`config.mk`:
```
export PLATFORM = sky130hd
export DESIGN_NAME = crf_receive
export DESIGN_NICKNAME = d
export VERILOG_FILES = /design/src/crf_pkg.sv /design/src/crf_receive.sv
export SDC_FILE = /design/constraint.sdc
export NUM_CORES = 1
export LEC_CHECK = 0
export BUFFER_PORTS_ARGS = -buffer_cell sky130_fd_sc_hd__buf_2
export CAP_MARGIN = 20
export CELL_PAD_IN_SITES_DETAIL_PLACEMENT = 0
export CELL_PAD_IN_SITES_GLOBAL_PLACEMENT = 2
export CORE_AREA = 2 2 256 258
export CTS_CLUSTER_DIAMETER = 60
export DETAILED_ROUTE_END_ITERATION = 6
export DIE_AREA = 0 0 258 260
export PLACE_DENSITY_LB_ADDON = 0.1
export REMOVE_ABC_BUFFERS = 1
export SYNTH_ARGS = -nofsm -noshare
export SYNTH_HDL_FRONTEND = slang
export SYNTH_SLANG_ARGS = --single-unit
```
`constraint.sdc`:
```
create_clock -name pclk -period 5.6 [get_ports pclk]
set_input_delay 0.28 -clock pclk [delete_from_list [all_inputs] [get_ports pclk]]
set_output_delay 0.28 -clock pclk [all_outputs]
set_load 0.02 [all_outputs]
```
`src/crf_pkg.sv`:
```
package crf_pkg;
	localparam int ID_W = 29;
	localparam int NFILT = 6;
	localparam logic [7:0] WARN_LIMIT = 8'h60;
	// register byte addresses
	localparam logic [7:0] A_CTRL = 8'h00;
	localparam logic [7:0] A_STAT = 8'h04;
	localparam logic [7:0] A_MASK = 8'h08;
	localparam logic [7:0] A_ERRC = 8'h0C;
	localparam logic [7:0] A_MSK0 = 8'h10;
	localparam logic [7:0] A_MSK1 = 8'h14;
	localparam logic [7:0] A_FILT = 8'h18;
	localparam logic [7:0] A_B0ID = 8'h30;
	localparam logic [7:0] A_B0DL = 8'h34;
	localparam logic [7:0] A_B0DH = 8'h38;
	localparam logic [7:0] A_B1ID = 8'h3C;
	localparam logic [7:0] A_B1DL = 8'h40;
	localparam logic [7:0] A_B1DH = 8'h44;
	// status bit positions
	localparam int S_RX0 = 0;
	localparam int S_RX1 = 1;
	localparam int S_WAKE = 2;
	localparam int S_ERR = 5;
	localparam int S_WARN = 9;
	localparam int S_OVR1 = 14;
	localparam int S_OVR0 = 15;
	localparam int S_W = 16;
	localparam logic [S_W-1:0] S_IMPL = 16'hC227;
	// control bits
	localparam int C_DOUBLE_BUFFER_ENABLE = 0;
	localparam int C_FUL0 = 1;
	localparam int C_FUL1 = 2;
	// filter register: bit 31 extended select, bits 28:0 identifier
	localparam int F_EXT = 31;
endpackage

```
`src/crf_receive.sv`:
```
`timescale 1ns/100ps
module crf_receive (
	input wire logic pclk,
	input wire logic presetn,
	input wire logic psel,
	input wire logic penable,
	input wire logic pwrite,
	input wire logic [7:0] paddr,
	input wire logic [31:0] pwdata,
	output logic [31:0] prdata,
	output logic pready,
	output logic pslverr,
	input wire logic frame_valid,
	input wire logic [crf_pkg::ID_W-1:0] frame_id,
	input wire logic frame_extended_id_bit,
	input wire logic [63:0] frame_data,
	input wire logic rx_error,
	input wire logic wake_event,
	output logic irq
);
	import crf_pkg::*;

	// =====================================
	// state
	logic [31:0] filt_q [NFILT];
	logic [ID_W-1:0] msk_q [2];
	logic [ID_W:0] bid_q [2];
	logic [63:0] bdat_q [2];
	logic [1:0] buffer_full_flag_q;
	logic double_buffer_enable_q;
	logic [S_W-1:0] stat_q;
	logic [S_W-1:0] mask_q;
	logic [7:0] rec_q;
	logic [ID_W:0] mab_id_q;
	logic [63:0] mab_dat_q;
	logic mab_v_q;

	// =====================================
	// bus decode
	logic wr;
	logic rd_ok;
	logic [31:0] rd_d;
	logic [2:0] fidx;
	assign wr = psel && penable && pwrite;
	assign fidx = 3'((paddr - A_FILT) >> 2);
	logic filt_sel;
	assign filt_sel = paddr >= A_FILT && paddr < A_B0ID && paddr[1:0] == 2'b00;

	always_comb begin
		rd_ok = 1'b1;
		rd_d = '0;
		if (paddr == A_CTRL) begin
			rd_d[C_DOUBLE_BUFFER_ENABLE] = double_buffer_enable_q;
			rd_d[C_FUL0] = buffer_full_flag_q[0];
			rd_d[C_FUL1] = buffer_full_flag_q[1];
		end else if (paddr == A_STAT) begin
			rd_d[S_W-1:0] = stat_q;
		end else if (paddr == A_MASK) begin
			rd_d[S_W-1:0] = mask_q;
		end else if (paddr == A_ERRC) begin
			rd_d[7:0] = rec_q;
		end else if (paddr == A_MSK0) begin
			rd_d[ID_W-1:0] = msk_q[0];
		end else if (paddr == A_MSK1) begin
			rd_d[ID_W-1:0] = msk_q[1];
		end else if (filt_sel) begin
			rd_d = filt_q[fidx];
		end else if (paddr == A_B0ID) begin
			rd_d[ID_W:0] = bid_q[0];
		end else if (paddr == A_B0DL) begin
			rd_d = bdat_q[0][31:0];
		end else if (paddr == A_B0DH) begin
			rd_d = bdat_q[0][63:32];
		end else if (paddr == A_B1ID) begin
			rd_d[ID_W:0] = bid_q[1];
		end else if (paddr == A_B1DL) begin
			rd_d = bdat_q[1][31:0];
		end else if (paddr == A_B1DH) begin
			rd_d = bdat_q[1][63:32];
		end else begin
			rd_ok = 1'b0;
		end
	end

	// zero-wait APB: ready in every access phase
	always_ff @(posedge pclk or negedge presetn) begin
		if (!presetn) begin
			pready <= 1'b0;
		end else begin
			pready <= psel && !penable;
		end
	end

	// refused only for an unmapped word
	always_ff @(posedge pclk or negedge presetn) begin
		if (!presetn) begin
			pslverr <= 1'b0;
		end else begin
			pslverr <= psel && !penable && !rd_ok;
		end
	end

	// read data stands only in the access cycle
	always_ff @(posedge pclk or negedge presetn) begin
		if (!presetn) begin
			prdata <= '0;
		end else begin
			prdata <= (psel && !penable && !pwrite) ? rd_d : '0;
		end
	end
	logic acc;
	assign acc = wr && pready;

	// write strobes, one per control register, one shared by the six filters
	logic wr_ctrl;
	logic wr_stat;
	logic wr_mask;
	logic wr_errc;
	logic wr_msk0;
	logic wr_msk1;
	logic wr_filt;
	assign wr_ctrl = acc && paddr == A_CTRL;
	assign wr_stat = acc && paddr == A_STAT;
	assign wr_mask = acc && paddr == A_MASK;
	assign wr_errc = acc && paddr == A_ERRC;
	assign wr_msk0 = acc && paddr == A_MSK0;
	assign wr_msk1 = acc && paddr == A_MSK1;
	assign wr_filt = acc && filt_sel;

	// =====================================
	// configuration
	always_ff @(posedge pclk or negedge presetn) begin
		if (!presetn) begin
			double_buffer_enable_q <= 1'b0;
		end else if (wr_ctrl) begin
			double_buffer_enable_q <= pwdata[C_DOUBLE_BUFFER_ENABLE];
		end
	end

	// unimplemented bits never enable
	always_ff @(posedge pclk or negedge presetn) begin
		if (!presetn) begin
			mask_q <= '0;
		end else if (wr_mask) begin
			mask_q <= pwdata[S_W-1:0] & S_IMPL;
		end
	end

	always_ff @(posedge pclk or negedge presetn) begin
		if (!presetn) begin
			msk_q[0] <= '0;
			msk_q[1] <= '0;
		end else if (wr_msk0) begin
			msk_q[0] <= pwdata[ID_W-1:0];
		end else if (wr_msk1) begin
			msk_q[1] <= pwdata[ID_W-1:0];
		end
	end

	always_ff @(posedge pclk or negedge presetn) begin
		if (!presetn) begin
			for (int i = 0; i < NFILT; i++) filt_q[i] <= '0;
		end else if (wr_filt) begin
			filt_q[fidx] <= pwdata;
		end
	end

	// =====================================
	// assembly buffer, hidden from software
	always_ff @(posedge pclk or negedge presetn) begin
		if (!presetn) begin
			mab_v_q <= 1'b0;
			mab_id_q <= '0;
			mab_dat_q <= '0;
		end else begin
			mab_v_q <= frame_valid;
			if (frame_valid) begin
				mab_id_q <= {frame_extended_id_bit, frame_id};
				mab_dat_q <= frame_data;
			end
		end
	end

	// =====================================
	// acceptance filtering
	logic [NFILT-1:0] hit;
	logic to0;
	logic to1;
	// filters zero and one share mask zero
	crf_filt_match #(
		.W(ID_W)
	) i_filt0 (
		.filt_id(filt_q[0][ID_W-1:0]),
		.filt_ext(filt_q[0][F_EXT]),
		.mask(msk_q[0]),
		.frame_id(mab_id_q[ID_W-1:0]),
		.frame_ext(mab_id_q[ID_W]),
		.hit(hit[0])
	);

	crf_filt_match #(
		.W(ID_W)
	) i_filt1 (
		.filt_id(filt_q[1][ID_W-1:0]),
		.filt_ext(filt_q[1][F_EXT]),
		.mask(msk_q[0]),
		.frame_id(mab_id_q[ID_W-1:0]),
		.frame_ext(mab_id_q[ID_W]),
		.hit(hit[1])
	);

	// filters two to five share mask one
	crf_filt_match #(
		.W(ID_W)
	) i_filt2 (
		.filt_id(filt_q[2][ID_W-1:0]),
		.filt_ext(filt_q[2][F_EXT]),
		.mask(msk_q[1]),
		.frame_id(mab_id_q[ID_W-1:0]),
		.frame_ext(mab_id_q[ID_W]),
		.hit(hit[2])
	);

	crf_filt_match #(
		.W(ID_W)
	) i_filt3 (
		.filt_id(filt_q[3][ID_W-1:0]),
		.filt_ext(filt_q[3][F_EXT]),
		.mask(msk_q[1]),
		.frame_id(mab_id_q[ID_W-1:0]),
		.frame_ext(mab_id_q[ID_W]),
		.hit(hit[3])
	);

	crf_filt_match #(
		.W(ID_W)
	) i_filt4 (
		.filt_id(filt_q[4][ID_W-1:0]),
		.filt_ext(filt_q[4][F_EXT]),
		.mask(msk_q[1]),
		.frame_id(mab_id_q[ID_W-1:0]),
		.frame_ext(mab_id_q[ID_W]),
		.hit(hit[4])
	);

	crf_filt_match #(
		.W(ID_W)
	) i_filt5 (
		.filt_id(filt_q[5][ID_W-1:0]),
		.filt_ext(filt_q[5][F_EXT]),
		.mask(msk_q[1]),
		.frame_id(mab_id_q[ID_W-1:0]),
		.frame_ext(mab_id_q[ID_W]),
		.hit(hit[5])
	);
	assign to0 = mab_v_q && |hit[1:0];
	assign to1 = mab_v_q && !to0 && |hit[NFILT-1:2];

	// buffer selection and overrun
	logic ld0;
	logic ld1;
	logic ovr0;
	logic ovr1;
	always_comb begin
		ld0 = 1'b0;
		ld1 = 1'b0;
		ovr0 = 1'b0;
		ovr1 = 1'b0;
		if (to0) begin
			if (!buffer_full_flag_q[0]) begin
				ld0 = 1'b1;
			end else if (!double_buffer_enable_q) begin
				ovr0 = 1'b1;
			end else if (!buffer_full_flag_q[1]) begin
				ld1 = 1'b1;
			end else begin
				ovr1 = 1'b1;
			end
		end else if (to1) begin
			if (!buffer_full_flag_q[1]) ld1 = 1'b1;
			else ovr1 = 1'b1;
		end
	end

	// visible buffer contents
	always_ff @(posedge pclk or negedge presetn) begin
		if (!presetn) begin
			bid_q[0] <= '0;
			bid_q[1] <= '0;
			bdat_q[0] <= '0;
			bdat_q[1] <= '0;
		end else begin
			if (ld0) begin
				bid_q[0] <= mab_id_q;
				bdat_q[0] <= mab_dat_q;
			end
			if (ld1) begin
				bid_q[1] <= mab_id_q;
				bdat_q[1] <= mab_dat_q;
			end
		end
	end

	// full flags: load wins over a software release
	logic rel0;
	logic rel1;
	assign rel0 = wr_ctrl && pwdata[C_FUL0];
	assign rel1 = wr_ctrl && pwdata[C_FUL1];
	always_ff @(posedge pclk or negedge presetn) begin
		if (!presetn) begin
			buffer_full_flag_q <= '0;
		end else begin
			buffer_full_flag_q[0] <= ld0 || (buffer_full_flag_q[0] && !rel0);
			buffer_full_flag_q[1] <= ld1 || (buffer_full_flag_q[1] && !rel1);
		end
	end

	// =====================================
	// receive error counter
	logic warn_hit;
	// warning only when the count really steps onto the limit
	assign warn_hit = rx_error && !wr_errc && (rec_q == WARN_LIMIT - 8'h01);
	always_ff @(posedge pclk or negedge presetn) begin
		if (!presetn) begin
			rec_q <= '0;
		end else if (wr_errc) begin
			rec_q <= pwdata[7:0];
		end else if (rx_error && rec_q != 8'hFF) begin
			rec_q <= rec_q + 8'h01;
		end
	end

	// =====================================
	// sticky status, write one to clear; set wins
	logic [S_W-1:0] ev;
	logic [S_W-1:0] clr;
	assign clr = wr_stat ? pwdata[S_W-1:0] : '0;
	always_comb begin
		ev = '0;
		ev[S_RX0] = ld0;
		ev[S_RX1] = ld1;
		ev[S_WAKE] = wake_event;
		ev[S_OVR0] = ovr0;
		ev[S_OVR1] = ovr1;
		ev[S_ERR] = ovr0 || ovr1;
		ev[S_WARN] = warn_hit;
	end

	always_ff @(posedge pclk or negedge presetn) begin
		if (!presetn) begin
			stat_q <= '0;
		end else begin
			stat_q <= ev | (stat_q & ~clr);
		end
	end

	always_ff @(posedge pclk or negedge presetn) begin
		if (!presetn) begin
			irq <= 1'b0;
		end else begin
			irq <= |(stat_q & mask_q);
		end
	end
endmodule

// =====================================
// one acceptance filter against the held frame
module crf_filt_match #(
	parameter int W = crf_pkg::ID_W
) (
	input wire logic [W-1:0] filt_id,
	input wire logic filt_ext,
	input wire logic [W-1:0] mask,
	input wire logic [W-1:0] frame_id,
	input wire logic frame_ext,
	output logic hit
);
	import crf_pkg::*;

	logic kind_ok;
	logic [W-1:0] diff;
	// standard frames meet standard filters only
	assign kind_ok = filt_ext == frame_ext;
	// a clear mask bit always matches
	assign diff = (filt_id ^ frame_id) & mask;
	assign hit = kind_ok && diff == '0;
endmodule

```
; ---- After elaboration in Yosys (flattened, before gate mapping)
; Index checks and enable logic that the tools add are counted.
[totals]
out_inout_bits = 35
regBits = 602
elab_cells = 206
[op_classes]
n_reduce_logical = 55
muxes = 84
magnitude_cmp = 4
n_eq_ne = 19
n_addsub = 2
bitwise_logic = 18
[op_table]
columns = op, n
row1 = two-way mux 32 bit, 34
row2 = bitwise mux 192 bit, 1
row3 = bitwise AND 29 bit, 6
row4 = logical NOT 29 bit, 6
row5 = bitwise XOR 29 bit, 6
row6 = binary-select mux 32 bit (select 3 bit), 1
row7 = demux 32 bit (select 3 bit), 1
row8 = two-way mux 29 bit, 3
row9 = two-way mux 16 bit, 5
row10 = two-way mux 30 bit, 2
row11 = bitwise AND 16 bit, 2
row12 = equality test 8 x 6 -> 1 bit (second input constant), 4
row13 = logical AND 1 bit, 32
row14 = two-way mux 1 bit, 28
row15 = equality test 8 x 7 -> 1 bit (second input constant), 3
row16 = two-way mux 24 bit, 1
row17 = two-way mux 8 bit, 3
row18 = equality test 8 x 4 -> 1 bit (second input constant), 2
row19 = equality test 8 x 5 -> 1 bit (second input constant), 2
row20 = inverter 16 bit, 1
row21 = OR 16 bit, 1
row22 = OR reduction 16 bit, 1
row23 = two-way mux 3 bit, 3
row24 = adder 8 x 1 -> 8 bit (second input constant), 1
row25 = 19 further kinds, 33

; ---- Depth between registers and ports, before layout
; Gate-level depths: netlist of run 1.
[logic_depth]
word_depth = 40
depth_mapped = 11
mapped_depth_nobuf = 9

; ---- By module
; From an unflattened synthesis of run 1, not the netlist that was laid out.
[unflattened]
hier_cells = 2265
area_unflattened_um2 = 29245.5
[by_module_without_submodules]
columns = module, instances, area_per_inst_um2, cells_per_inst
row1 = crf_receive, 1, 26790.7, 1965
row2 = crf_filt_match, 6, 409.1, 50

; ---- Worst setup path after synthesis of run 1
; Ideal clock, no wire load.
[synth_timing]
path_type = flip-flop to flip-flop
from = register mab_id_q[7]
to = register bdat_q[14] in the netlist's numbering
path_slack_ps = 3120
required_ps = 5475
setup_ps = 125
arrival_ps = 2355
synth_period_minus_slack_ps = 2480
path_stages_with_launch = 12
cell_sequence = dfrtp_1 buf_2 xor2_1 a22oi_1 nand4_1 nor4_4 or3_1 buf_2 o22a_1 buf_6 buf_6 mux2_4
[synth_via]
elab_chain_len = 11
word_cells_on_any_way = 32
cone_classes = mux: 2 / bitwise: 12 / reduce/logical: 18
[synth_lines]
columns = element, line_no
row1 = start: declaration, crf_receive.sv:34  ; logic [ID_W:0] mab_id_q;
row2 = start signal: assignment, crf_receive.sv:178  ; mab_id_q <= {frame_extended_id_bit, frame_id};
row3 = bitwise XOR 29 bit, crf_receive.sv:385  ; assign diff = (filt_id ^ frame_id) & mask;
row4 = bitwise AND 29 bit, crf_receive.sv:385
row5 = logical NOT 29 bit, crf_receive.sv:386  ; assign hit = kind_ok && diff == '0;
row6 = logical AND 1 bit, crf_receive.sv:386
row7 = OR reduction 2 bit, crf_receive.sv:256  ; assign to0 = mab_v_q && |hit[1:0];
row8 = logical AND 1 bit, crf_receive.sv:256
row9 = logical NOT 1 bit, crf_receive.sv:257  ; assign to1 = mab_v_q && !to0 && |hit[NFILT-1:2];
row10 = logical AND 1 bit (2 in a row), crf_receive.sv:257
row11 = two-way mux 1 bit, crf_receive.sv:279  ; end else if (to1) begin
row12 = two-way mux 1 bit (*), crf_receive.sv:269  ; if (to0) begin
row13 = end: declaration, crf_receive.sv:28  ; logic [63:0] bdat_q [2];
; Mark *: on every way between the ends. The rest lies on a longest branch, timed or not.
; A chain may end at the register's enable or synchronous reset.

; ---- Final worst setup path of run 1
[layout_timing]
from = register mab_id_q[8]
to = register bdat_q[0] in the netlist's numbering
; The elaborated chain is that of the path after synthesis.

==> impl_metrics.json, run 1 <==
{
  "yosysMostFrequentCell": "dfrtp_1",
  "cts_made_buffers": 70,
  "overflow": 0,
  "ys_seq_area_frac": 0.513,
  "cts_resized": 0,
  "max_slew_margin": 0.228,
  "max-clock-path-buffers": 3,
  "place_ws_ps": 1470,
  "hp-class": "in2reg",
  "grt_pass1_wl_mm": 149,
  "synth_compound_area_frac": 0.111,
  "synth_fa_ha_area_frac": 0.00213,
  "post-place-cells": 3252,
  "maxCapViolCount": 0,
  "fin_crit_ps": 4160,
  "syn_inst": 2350,
  "track_usage": 0.302,
  "crit_required_ps": 6090,
  "io_pins": 177,
  "dieWidth_um": 258,
  "post-route-period-util": 0.743,
  "fin_cells": 3485,
  "worst_ir_drop_vdd_mv": 0.224,
  "drt_pass1_iterations": 7,
  "synth_largest_area_cell": "dfrtp_1",
  "synthArstFlopShare": 1.00,
  "yosys.area_share.simple": 0.0496,
  "clock.fmax_ghz": 0.240,
  "grt_max_degree": 127,
  "final_util": 0.538,
  "drtIter0Drc": 2097,
  "grt_pass1_vias": 21848,
  "p_sw_frac": 0.246,
  "endpoint_kind": "flip-flop",
  "cts_tree": "yes",
  "fp.dieH_um": 260,
  "path_clk_slew_ps": 60,
  "synth_area_um2": 29400,
  "cp_max_fo": 35,
  "routed_wirelength_mm": 100,
  "synth_top_cell_area_share": 0.513,
  "antenna_left": 0,
  "yosysWarnings": 0,
  "p_int_mw": 7.65,
  "clkPwrFrac": 0.469,
  "p_leak_nw": 17.0,
  "start_kind": "flip-flop",
  "maxSlewViolCount": 0,
  "path_class": "reg2reg",
  "synthFlopType": "dfrtp_1",
  "area_growth_pct": 17.4,
  "die-area_um2": 67100,
  "gp_congestion": 0.921,
  "io_buffer_count": 176,
  "combPwrFrac": 0.071,
  "fin_nets": 2721,
  "dp_hpwl_mm": 68.9,
  "hold_viol_final": 0,
  "ys_ff_latch": 602,
  "cts.sinks": 602,
  "synth_edf_count": 0,
  "tns_ps": 0,
  "avgSynthCellArea_um2": 12.5,
  "synth_top_family_by_area": "multiplexers",
  "ys_top_cells_by_count": "dfrtp_1 (602), mux2_2 (437), xor2_1 (185)",
  "cts_setup_buffers": 0,
  "skew_ps": 17.7,
  "setup_viol": 0,
  "layout-drive-gt1-share": 0.336,
  "cts_root_buf": "clkbuf_16",
  "start_util": 0.458,
  "std_cell_rows": 93,
  "rsz0062_at_grt": "no",
  "ys_types": 70,
  "status": "complete, but fails checks",
  "viasPerCell": 6.07,
  "wire_per_inst_um": 28.8,
  "worst_pin_slew_ps": 1160,
  "crit_start": "mab_id_q[8]$_DFFE_PN0P_",
  "holdBufCountCts": 104,
  "antenna_found_initial": 4,
  "post_synth_mux_area_share": 0.234,
  "crit_arrival_ps": 4650,
  "h-tree-depth": 3,
  "synth.top_cells.by_area": "dfrtp_1 (51%), mux2_2 (17%), xor2_1 (5.5%), mux2_4 (2.5%), mux4_2 (2.5%)",
  "pwr-share-seq": 0.460,
  "synthXorXnorAreaFrac": 0.0561,
  "via_count": 21141,
  "setup_ws_ps": 1440,
  "clkLatencyLatePin_ps": 610,
  "violations": "DRC",
  "holdCritStartpoint": "pwdata[26]",
  "fp.coreArea_um2": 64100,
  "drc": 1,
  "p_switching_mw": 2.49,
  "r2r_start": "mab_id_q[8]$_DFFE_PN0P_",
  "pwr_density_cell_nw_per_um2": 294
}
==> stage by stage <==
step                hold slack (ps)  area [µm²]  power, mW
finish                         33.9       34500       10.1
global route                   22.0       34500       10.5
CTS                            1.34       34400       10.2
detailed placement              313       31000       5.41
global placement                303       30900       5.40
floorplan                     -15.6       28500       4.96
==> power groups by stage <==
stage               Clock (mW)  Sequential, mW  Combinational (mW)
floorplan                    0            4.66               0.299
finish                    4.76            4.67               0.716
CTS                       4.85            4.67               0.721
global placement             0            4.74               0.655
global route              5.03            4.69               0.780
detailed placement           0            4.75               0.662
==> metal layers <==
layer,global-route usage,part of all wire
met1,0.423,0.44
met3,0.0644,0.071
met2,0.470,0.45
met4,0.0997,0.033
met5,0,0.00026
==> state kept, by name (all words and copies together), names as in the netlist <==
| name | cells |
|---|---|
| irq | 1 |
| rec_q | 8 |
| mab_v_q | 1 |
| mask_q | 7 |
| mab_id_q | 30 |
| pready | 1 |
| double_buffer_enable_q | 1 |
| bid_q | 60 |
| prdata | 32 |
| mab_dat_q | 64 |
| stat_q | 16 |
| filt_q | 192 |
| bdat_q | 128 |
| buffer_full_flag_q | 2 |
| pslverr | 1 |
| msk_q | 58 |
==> cells by family after synthesis <==
| kind of cell | after synthesis |
|---|---|
| flops | 602 |
| fa+ha+maj | 5 |
| compound gates | 466 |
| xor+xnor | 188 |
| buf+inv | 217 |
| simple gates | 304 |
| mux | 568 |
==> worst paths after layout <==
kind | endpoint | slack (ps) | cells after the start
max | bdat_q[0]$_DFFE_PN0P_ | 1440 | 9
min in group asynchronous | msk_q[0]$_DFFE_PN0P_ | 260 | 2
min reg2reg | stat_q[14]$_DFF_PN0_ | 500 | 2
max reg2reg | bdat_q[0]$_DFFE_PN0P_ | 1440 | 9
max in group asynchronous | msk_q[23]$_DFFE_PN0P_ | 3880 | 3
min | filt_q[154]$_DFFE_PN0P_ | 30 | 2
==> placed cells by master, fill, tap and decap left out, drive strengths merged, types with 36 or more instances in the layout <==
cell type,n
dfrtp,602
mux2,486
buf,226
xor2,185
nand2,113
clkbuf,111
dlygate4sd3,104
o21ai,96
a22oi,89
nor2,80
a21oi,68
mux2i,50
inv,39
o211ai,36
==> cell type report <==
class | instances | area, µm²
fillers | 5610 | 29600
flip-flops and latches | 602 | 15100
multi-input cells | 1531 | 13400
repair buffers | 330 | 2430
clock buffers | 111 | 2170
well taps | 855 | 1070
clock inverters | 15 | 235
inverters | 39 | 146
diodes | 2 | 5.00
==> worst max-delay path, cell delays in order, from the launching register on <==
cell	delay, ps
dfrtp_1	870
xor2_1	160
a22oi_1	260
nand4_1	230
nor4_4	440
or3_1	190
buf_4	420
o22a_4	680
buf_12	330
mux2_2	370
(Power assumes the default switching activity.)
==> inputs of run 2 (changes only) <==
--- a/config.mk
+++ b/config.mk
@@ -5,14 +5,15 @@
 export SDC_FILE = /design/constraint.sdc
 export NUM_CORES = 1
 export LEC_CHECK = 0
+export ABC_AREA = 1
 export BUFFER_PORTS_ARGS = -buffer_cell sky130_fd_sc_hd__buf_2
 export CAP_MARGIN = 20
 export CELL_PAD_IN_SITES_DETAIL_PLACEMENT = 0
 export CELL_PAD_IN_SITES_GLOBAL_PLACEMENT = 2
-export CORE_AREA = 2 2 256 258
+export CORE_AREA = 2 2 291 293
 export CTS_CLUSTER_DIAMETER = 60
 export DETAILED_ROUTE_END_ITERATION = 6
-export DIE_AREA = 0 0 258 260
+export DIE_AREA = 0 0 293 295
 export PLACE_DENSITY_LB_ADDON = 0.1
 export REMOVE_ABC_BUFFERS = 1
 export SYNTH_ARGS = -nofsm -noshare
==> constraint.sdc (replaced) <==
create_clock -name pclk -period 4.3 [get_ports pclk]
set_input_delay 0.215 -clock pclk [delete_from_list [all_inputs] [get_ports pclk]]
set_output_delay 0.215 -clock pclk [all_outputs]
set_load 0.02 [all_outputs]
==> run 2 against run 1 <==
  * The run now ends clean
  * Synthesized area increased by 1.3%
  * Global-route usage shrank 2.1 points
  * Register-to-register slack got worse by 330 ps
  * Synthesized cell count is 69% higher
  * Clock power increased by 41%
  * Sequential cell count unchanged
  * Count of clock-buffer cells in the layout decreased by 5
  * First-iteration DRC count fell by 4.5%
  * Wire length is 21% higher
  * Critical endpoint is now bid_q[23]$_DFFE_PN0P_
  * Largest cell class unchanged
  * Largest power group unchanged
==> impl_metrics.json, run 2 <==
{
  "reg_top3": "filt_q: 192 flops, bdat_q: 128 flops, mab_dat_q: 64 flops",
  "fin_crit_ps": 3200,
  "hold_viol_final": 0,
  "worst_pin_slew_ps": 1080,
  "cp_slowest_stage_delay_ps": 590,
  "avgSynthCellArea_um2": 7.51,
  "fp.dieH_um": 295,
  "layout-drive-gt1-share": 0.105,
  "synth_largest_area_cell": "dfrtp_1",
  "drtIter0Drc": 2002,
  "p_sw_frac": 0.263,
  "p_leak_nw": 17.3,
  "drt_pass1_iterations": 5,
  "yosysWarnings": 0,
  "start_util": 0.358,
  "crit_start": "mab_id_q[28]$_DFFE_PN0P_",
  "routed_wirelength_mm": 121,
  "syn_inst": 3962,
  "area_growth_pct": 18.9,
  "grt_max_degree": 157,
  "worst_hold_slack_ps": 32.1,
  "slowest_stage": "dfrtp_1",
  "place_ws_ps": 1030,
  "setup_viol": 0,
  "synth_top_cell_area_share": 0.506,
  "pwr_density_cell_nw_per_um2": 388,
  "h-tree-depth": 3,
  "pwr-share-seq": 0.436,
  "holdCritStartpoint": "pwdata[23]",
  "top_register": "filt_q",
  "post-route-period-util": 0.743,
  "mostFrequentLayoutCell": "nand2_1",
  "rsz0062_at_grt": "no",
  "endpoint_kind": "flip-flop",
  "ys_ff_latch": 602,
  "crit_arrival_ps": 3750,
  "antenna_left": 0,
  "grt_pass1_vias": 26816,
  "final_util": 0.425,
  "fp.coreArea_um2": 83200,
  "skew_ps": 32.3,
  "cts_setup_buffers": 0,
  "io_buffer_count": 176,
  "crit_path_cell_trace": "or2_1 > nand3_1 > o21ai_1 > nor2_1 > nand2_1 > nor2_1 > nand2_1 > a21oi_4 > nand2_4 > nand2_4 > buf_12 > nand2_1 > nand2_1",
  "clkLatencyLatePin_ps": 630,
  "cp_num_buf_inv": 1,
  "status": "finished clean",
  "tns_ps": 0,
  "cts_tree": "yes",
  "synth.top_cells.by_area": "dfrtp_1 (51%), nand2_1 (18%), o21ai_0 (9.7%), nand3_1 (4.7%), inv_1 (3.9%)",
  "cts_made_buffers": 80,
  "start_kind": "flip-flop",
  "antenna_found_initial": 6,
  "drc": 0,
  "max_slew_margin": 0.280,
  "io_pins": 177,
  "combPwrFrac": 0.076,
  "via_count": 27261,
  "max-clock-path-buffers": 3,
  "clock.fmax_ghz": 0.313,
  "synthFlopType": "dfrtp_1",
  "cts_root_buf": "clkbuf_16",
  "die-area_um2": 86400,
  "overflow": 0,
  "critPathTopFamily": "simple AND/OR/NAND/NOR gates",
  "path_class": "reg2reg",
  "wire_per_inst_um": 22.8,
  "hp-class": "in2reg",
  "layout_common_cells": "nand2_1 (1437), dfrtp_1 (602), o21ai_0 (579), inv_1 (306), nand3_1 (275)",
  "critPathMostFrequentCell": "nand2_1",
  "synthArstFlopShare": 1.00,
  "ys_types": 38,
  "std_cell_rows": 106,
  "worst_ir_drop_vdd_mv": 0.271,
  "clkPwrFrac": 0.488,
  "p_switching_mw": 3.61,
  "dieWidth_um": 293,
  "cts.sinks": 602,
  "viasPerCell": 5.14,
  "path_clk_slew_ps": 60,
  "ys_seq_area_frac": 0.506,
  "yosysMostFrequentCell": "nand2_1",
  "ys_top_cells_by_count": "nand2_1 (1441), dfrtp_1 (602), o21ai_0 (579)",
  "p_int_mw": 10.1,
  "synth_area_um2": 29800,
  "track_usage": 0.281,
  "grt_pass1_wl_mm": 179,
  "largest_register_ff_count": 192,
  "fin_nets": 4310,
  "synth_edf_count": 0,
  "dp_hpwl_mm": 78.6,
  "r2r_start": "mab_id_q[28]$_DFFE_PN0P_",
  "cp_max_fo": 69,
  "setup_ws_ps": 1100,
  "maxSlewViolCount": 0,
  "gp_congestion": 0.857,
  "crit_required_ps": 4850,
  "maxCapViolCount": 0
}
[run 2: layout make-up]
class	count	area (µm²)
diodes	2	5.00
clock buffers	106	2270
clock inverters	37	343
fillers	8694	47800
inverters	335	1260
multi-input cells	2801	12500
flip-flops and latches	602	15100
well taps	1080	1350
repair buffers	343	2570
[run 2: repair_timing]
action,in CTS,in global routing
hold buffers,106,0
endpoints found under the hold margin,203,0
gates resized for setup,0,0
[run 2: routing by layer]
metal  share of wire  track usage
met1            0.45        0.382
met2            0.46        0.455
met3           0.052       0.0465
met4           0.036       0.0972
met5         0.00033            0
[run 2: cell families (layout without fill, tap and decap cells)]
family	count (synthesis)	after routing	synth area share
AO/OA/AOI/OAI	787	787	0.141
XOR/XNOR	12	12	0.00353
adder cells (fa/ha/maj)	5	5	0.00210
buffers and inverters	559	821	0.0757
flip-flops	602	602	0.506
other	0	2	0
AND/OR/NAND/NOR	1997	1997	0.271
[run 2: tightest hold or removal path, delay by kind of cell]
family                 cells  cell delay (ps)
AO/OA/AOI/OAI              1              170
buffers and inverters      2              220
[run 2: final timing paths]
path	end	slack (ps)	cells after the start
setup / recovery	bid_q[23]$_DFFE_PN0P_	1100	13
hold / removal	filt_q[151]$_DFFE_PN0P_	30	3
setup reg to reg	bid_q[23]$_DFFE_PN0P_	1100	13
hold reg to reg	bdat_q[25]$_DFFE_PN0P_	460	2
max in group asynchronous	filt_q[11]$_DFFE_PN0P_	2840	3
min in group asynchronous	bdat_q[28]$_DFFE_PN0P_	230	2
[run 2: power groups by stage]
stage	Clock (mW)	Combinational, mW	Sequential, mW
global placement	0	0.976	6.09
detailed placement	0	0.973	6.09
CTS	6.82	1.05	5.99
finish	6.70	1.04	5.99
global route	7.03	1.17	6.01
floorplan	0	0.463	6.03
[run 2: metrics by stage]
| stage | cells | instance area, µm² | total power, mW |
|---|---|---|---|
| after floorplan | 3738 | 28800 | 6.49 |
| after global placement | 5055 | 31700 | 7.07 |
| after detailed placement | 5055 | 31700 | 7.07 |
| after CTS | 5304 | 35400 | 13.9 |
| after global routing | 5304 | 35400 | 14.2 |
| final | 5306 | 35400 | 13.7 |
==> inputs of run 3 (changes only) <==
==> constraint.sdc (replaced) <==
create_clock -name pclk -period 3 [get_ports pclk]
set_input_delay 0.15 -clock pclk [delete_from_list [all_inputs] [get_ports pclk]]
set_output_delay 0.15 -clock pclk [all_outputs]
set_load 0.02 [all_outputs]
==> run 3 against run 2 <==
  * The flow now finishes with violations (hold timing)
  * Register-to-register slack worse by 910 ps
  * Worst hold slack worse by 48 ps
  * First-iteration DRC count up 11%
  * Critical path depth down 2
  * Sequential cell count did not move
  * Final cell count is 1.4% higher
==> impl_metrics.json, run 3 (same netlist as run 2, synthesis figures left out) <==
{
  "fin_crit_ps": 2810,
  "regArea_um2": 15100,
  "n_fill_cell": 8576,
  "endpoint_kind": "flip-flop",
  "maxSlewViolCount": 0,
  "max-clock-path-buffers": 3,
  "start_util": 0.358,
  "antenna_left": 0,
  "drc": 0,
  "cts_root_buf": "clkbuf_16",
  "hold_viol_final": 8,
  "cts_made_buffers": 81,
  "skew_ps": 37.6,
  "p_leak_nw": 17.8,
  "std_cell_rows": 106,
  "cts.sinks": 602,
  "cts_tree": "yes",
  "post-route-period-util": 0.936,
  "max_slew_margin": 0.378,
  "violations": "hold timing",
  "worst_hold_slack_ps": -15.9,
  "io_pins": 177,
  "dp_hpwl_mm": 81.5,
  "mostFrequentLayoutCell": "nand2_1",
  "met1_length_mm": 55.7,
  "reg_top3": "filt_q: 192 flops, bdat_q: 128 flops, mab_dat_q: 64 flops",
  "multi_input_area_um2": 12500,
  "worst_pin_slew_ps": 932,
  "wire_per_inst_um": 22.7,
  "hp-class": "in2reg",
  "grt_pass1_vias": 27622,
  "drt_pass1_iterations": 5,
  "io_buffer_count": 176,
  "top_register": "filt_q",
  "crit_required_ps": 3530,
  "wl_met3_mm": 4.92,
  "area_growth_pct": 22.1,
  "status": "complete, but fails checks",
  "h-tree-depth": 3,
  "grt_pass1_wl_mm": 183,
  "fin_cells": 5381,
  "die-area_um2": 86400,
  "layout_common_cells": "nand2_1 (1437), dfrtp_1 (600), o21ai_0 (579), inv_1 (306), nand3_1 (275)",
  "maxUsedRoutingLayer": "met4",
  "via_count": 27544,
  "post-place-cells": 5114,
  "setup_viol": 0,
  "viasPerCell": 5.12,
  "worst_ir_drop_vdd_mv": 0.376,
  "antenna_found_initial": 2,
  "clock.fmax_ghz": 0.356,
  "start_kind": "flip-flop",
  "fp.dieH_um": 295,
  "maxCapViolCount": 0,
  "largest_register_ff_count": 192,
  "rsz0062_at_grt": "no",
  "fp.coreArea_um2": 83200,
  "grt_max_degree": 75,
  "gp_congestion": 0.852,
  "drtIter0Drc": 2227,
  "wl_met2_mm": 57.5,
  "track_usage": 0.286,
  "clkLatencyLatePin_ps": 640,
  "path_class": "reg2reg",
  "routed_wirelength_mm": 122,
  "pwr_density_cell_nw_per_um2": 557,
  "crit_arrival_ps": 3340,
  "final_util": 0.437,
  "path_clk_slew_ps": 60,
  "layout-drive-gt1-share": 0.116,
  "cp_max_fo": 50,
  "overflow": 0,
  "fin_nets": 4385,
  "dieWidth_um": 293
}
==> run 3: per-layer routing <==
metal	up-vias	track usage
met5	-	0
met4	0	0.0872
met3	161	0.0297
met2	674	0.477
met1	13394	0.392
li1	13315	-
==> run 3: path summary, 6_finish.rpt <==
path	from	endpoint	slack, ps	cells after the start
worst max-delay path	mab_id_q[28]$_DFFE_PN0P_	bdat_q[124]$_DFFE_PN0P_	190	11
worst min-delay path	pwdata[4]	filt_q[100]$_DFFE_PN0P_	-20	3
worst max register to register	mab_id_q[28]$_DFFE_PN0P_	bdat_q[124]$_DFFE_PN0P_	190	11
worst min register to register	mab_dat_q[3]$_DFFE_PN0P_	bdat_q[3]$_DFFE_PN0P_	470	2
max in group asynchronous	presetn	mab_dat_q[26]$_DFFE_PN0P_	1950	3
min in group asynchronous	presetn	bdat_q[117]$_DFFE_PN0P_	100	2
==> run 3: stage by stage <==
step / setup WS (ps) / power, mW / TNS, ps / instance area (µm²)
after CTS: 52.4 / 20.4 / 0 / 36300
after floorplan: -813 / 9.30 / -74550 / 28800
after global placement: 93.2 / 10.2 / 0 / 32400
after detailed placement: 86.5 / 10.2 / 0 / 32400
final: 193 / 20.2 / 0 / 36300
after global routing: 5.84 / 21.0 / 0 / 36300
==> run 3: timing repair <==
action,in CTS,in global routing
hold buffers,121,0
hold endpoints to repair,365,0
resized for setup,0,2
setup endpoints to repair,0,117
buffers inserted,0,0
==> run 3: layout make-up <==
type                    instances  area share
diodes                          2    0.000138
clock buffers                 114      0.0639
clock inverters                30      0.0116
inverters                     335      0.0346
multi-input cells            2801       0.344
flip-flops and latches        602       0.415
well taps                    1080      0.0372
repair buffers                417      0.0932
==> run 3: report_power, final <==
group          internal (mW)  switching, mW  leakage [nW]
combinational          0.546           1.03          8.26
sequential              8.33          0.249          8.17
clock                   6.17           3.89          1.34
total                   15.1           5.17          17.8
==> run 3: critical path, stage by stage (launching register included) <==
cell and delay, ps:
dfrtp_2 530, or2_1 250, nand3_1 110, o21ai_1 140, nor2_1 210, nand2_1 100
nor2_1 180, nand2_1 140, a21oi_4 270, nand2_8 270, buf_12 280, o21ai_0 210
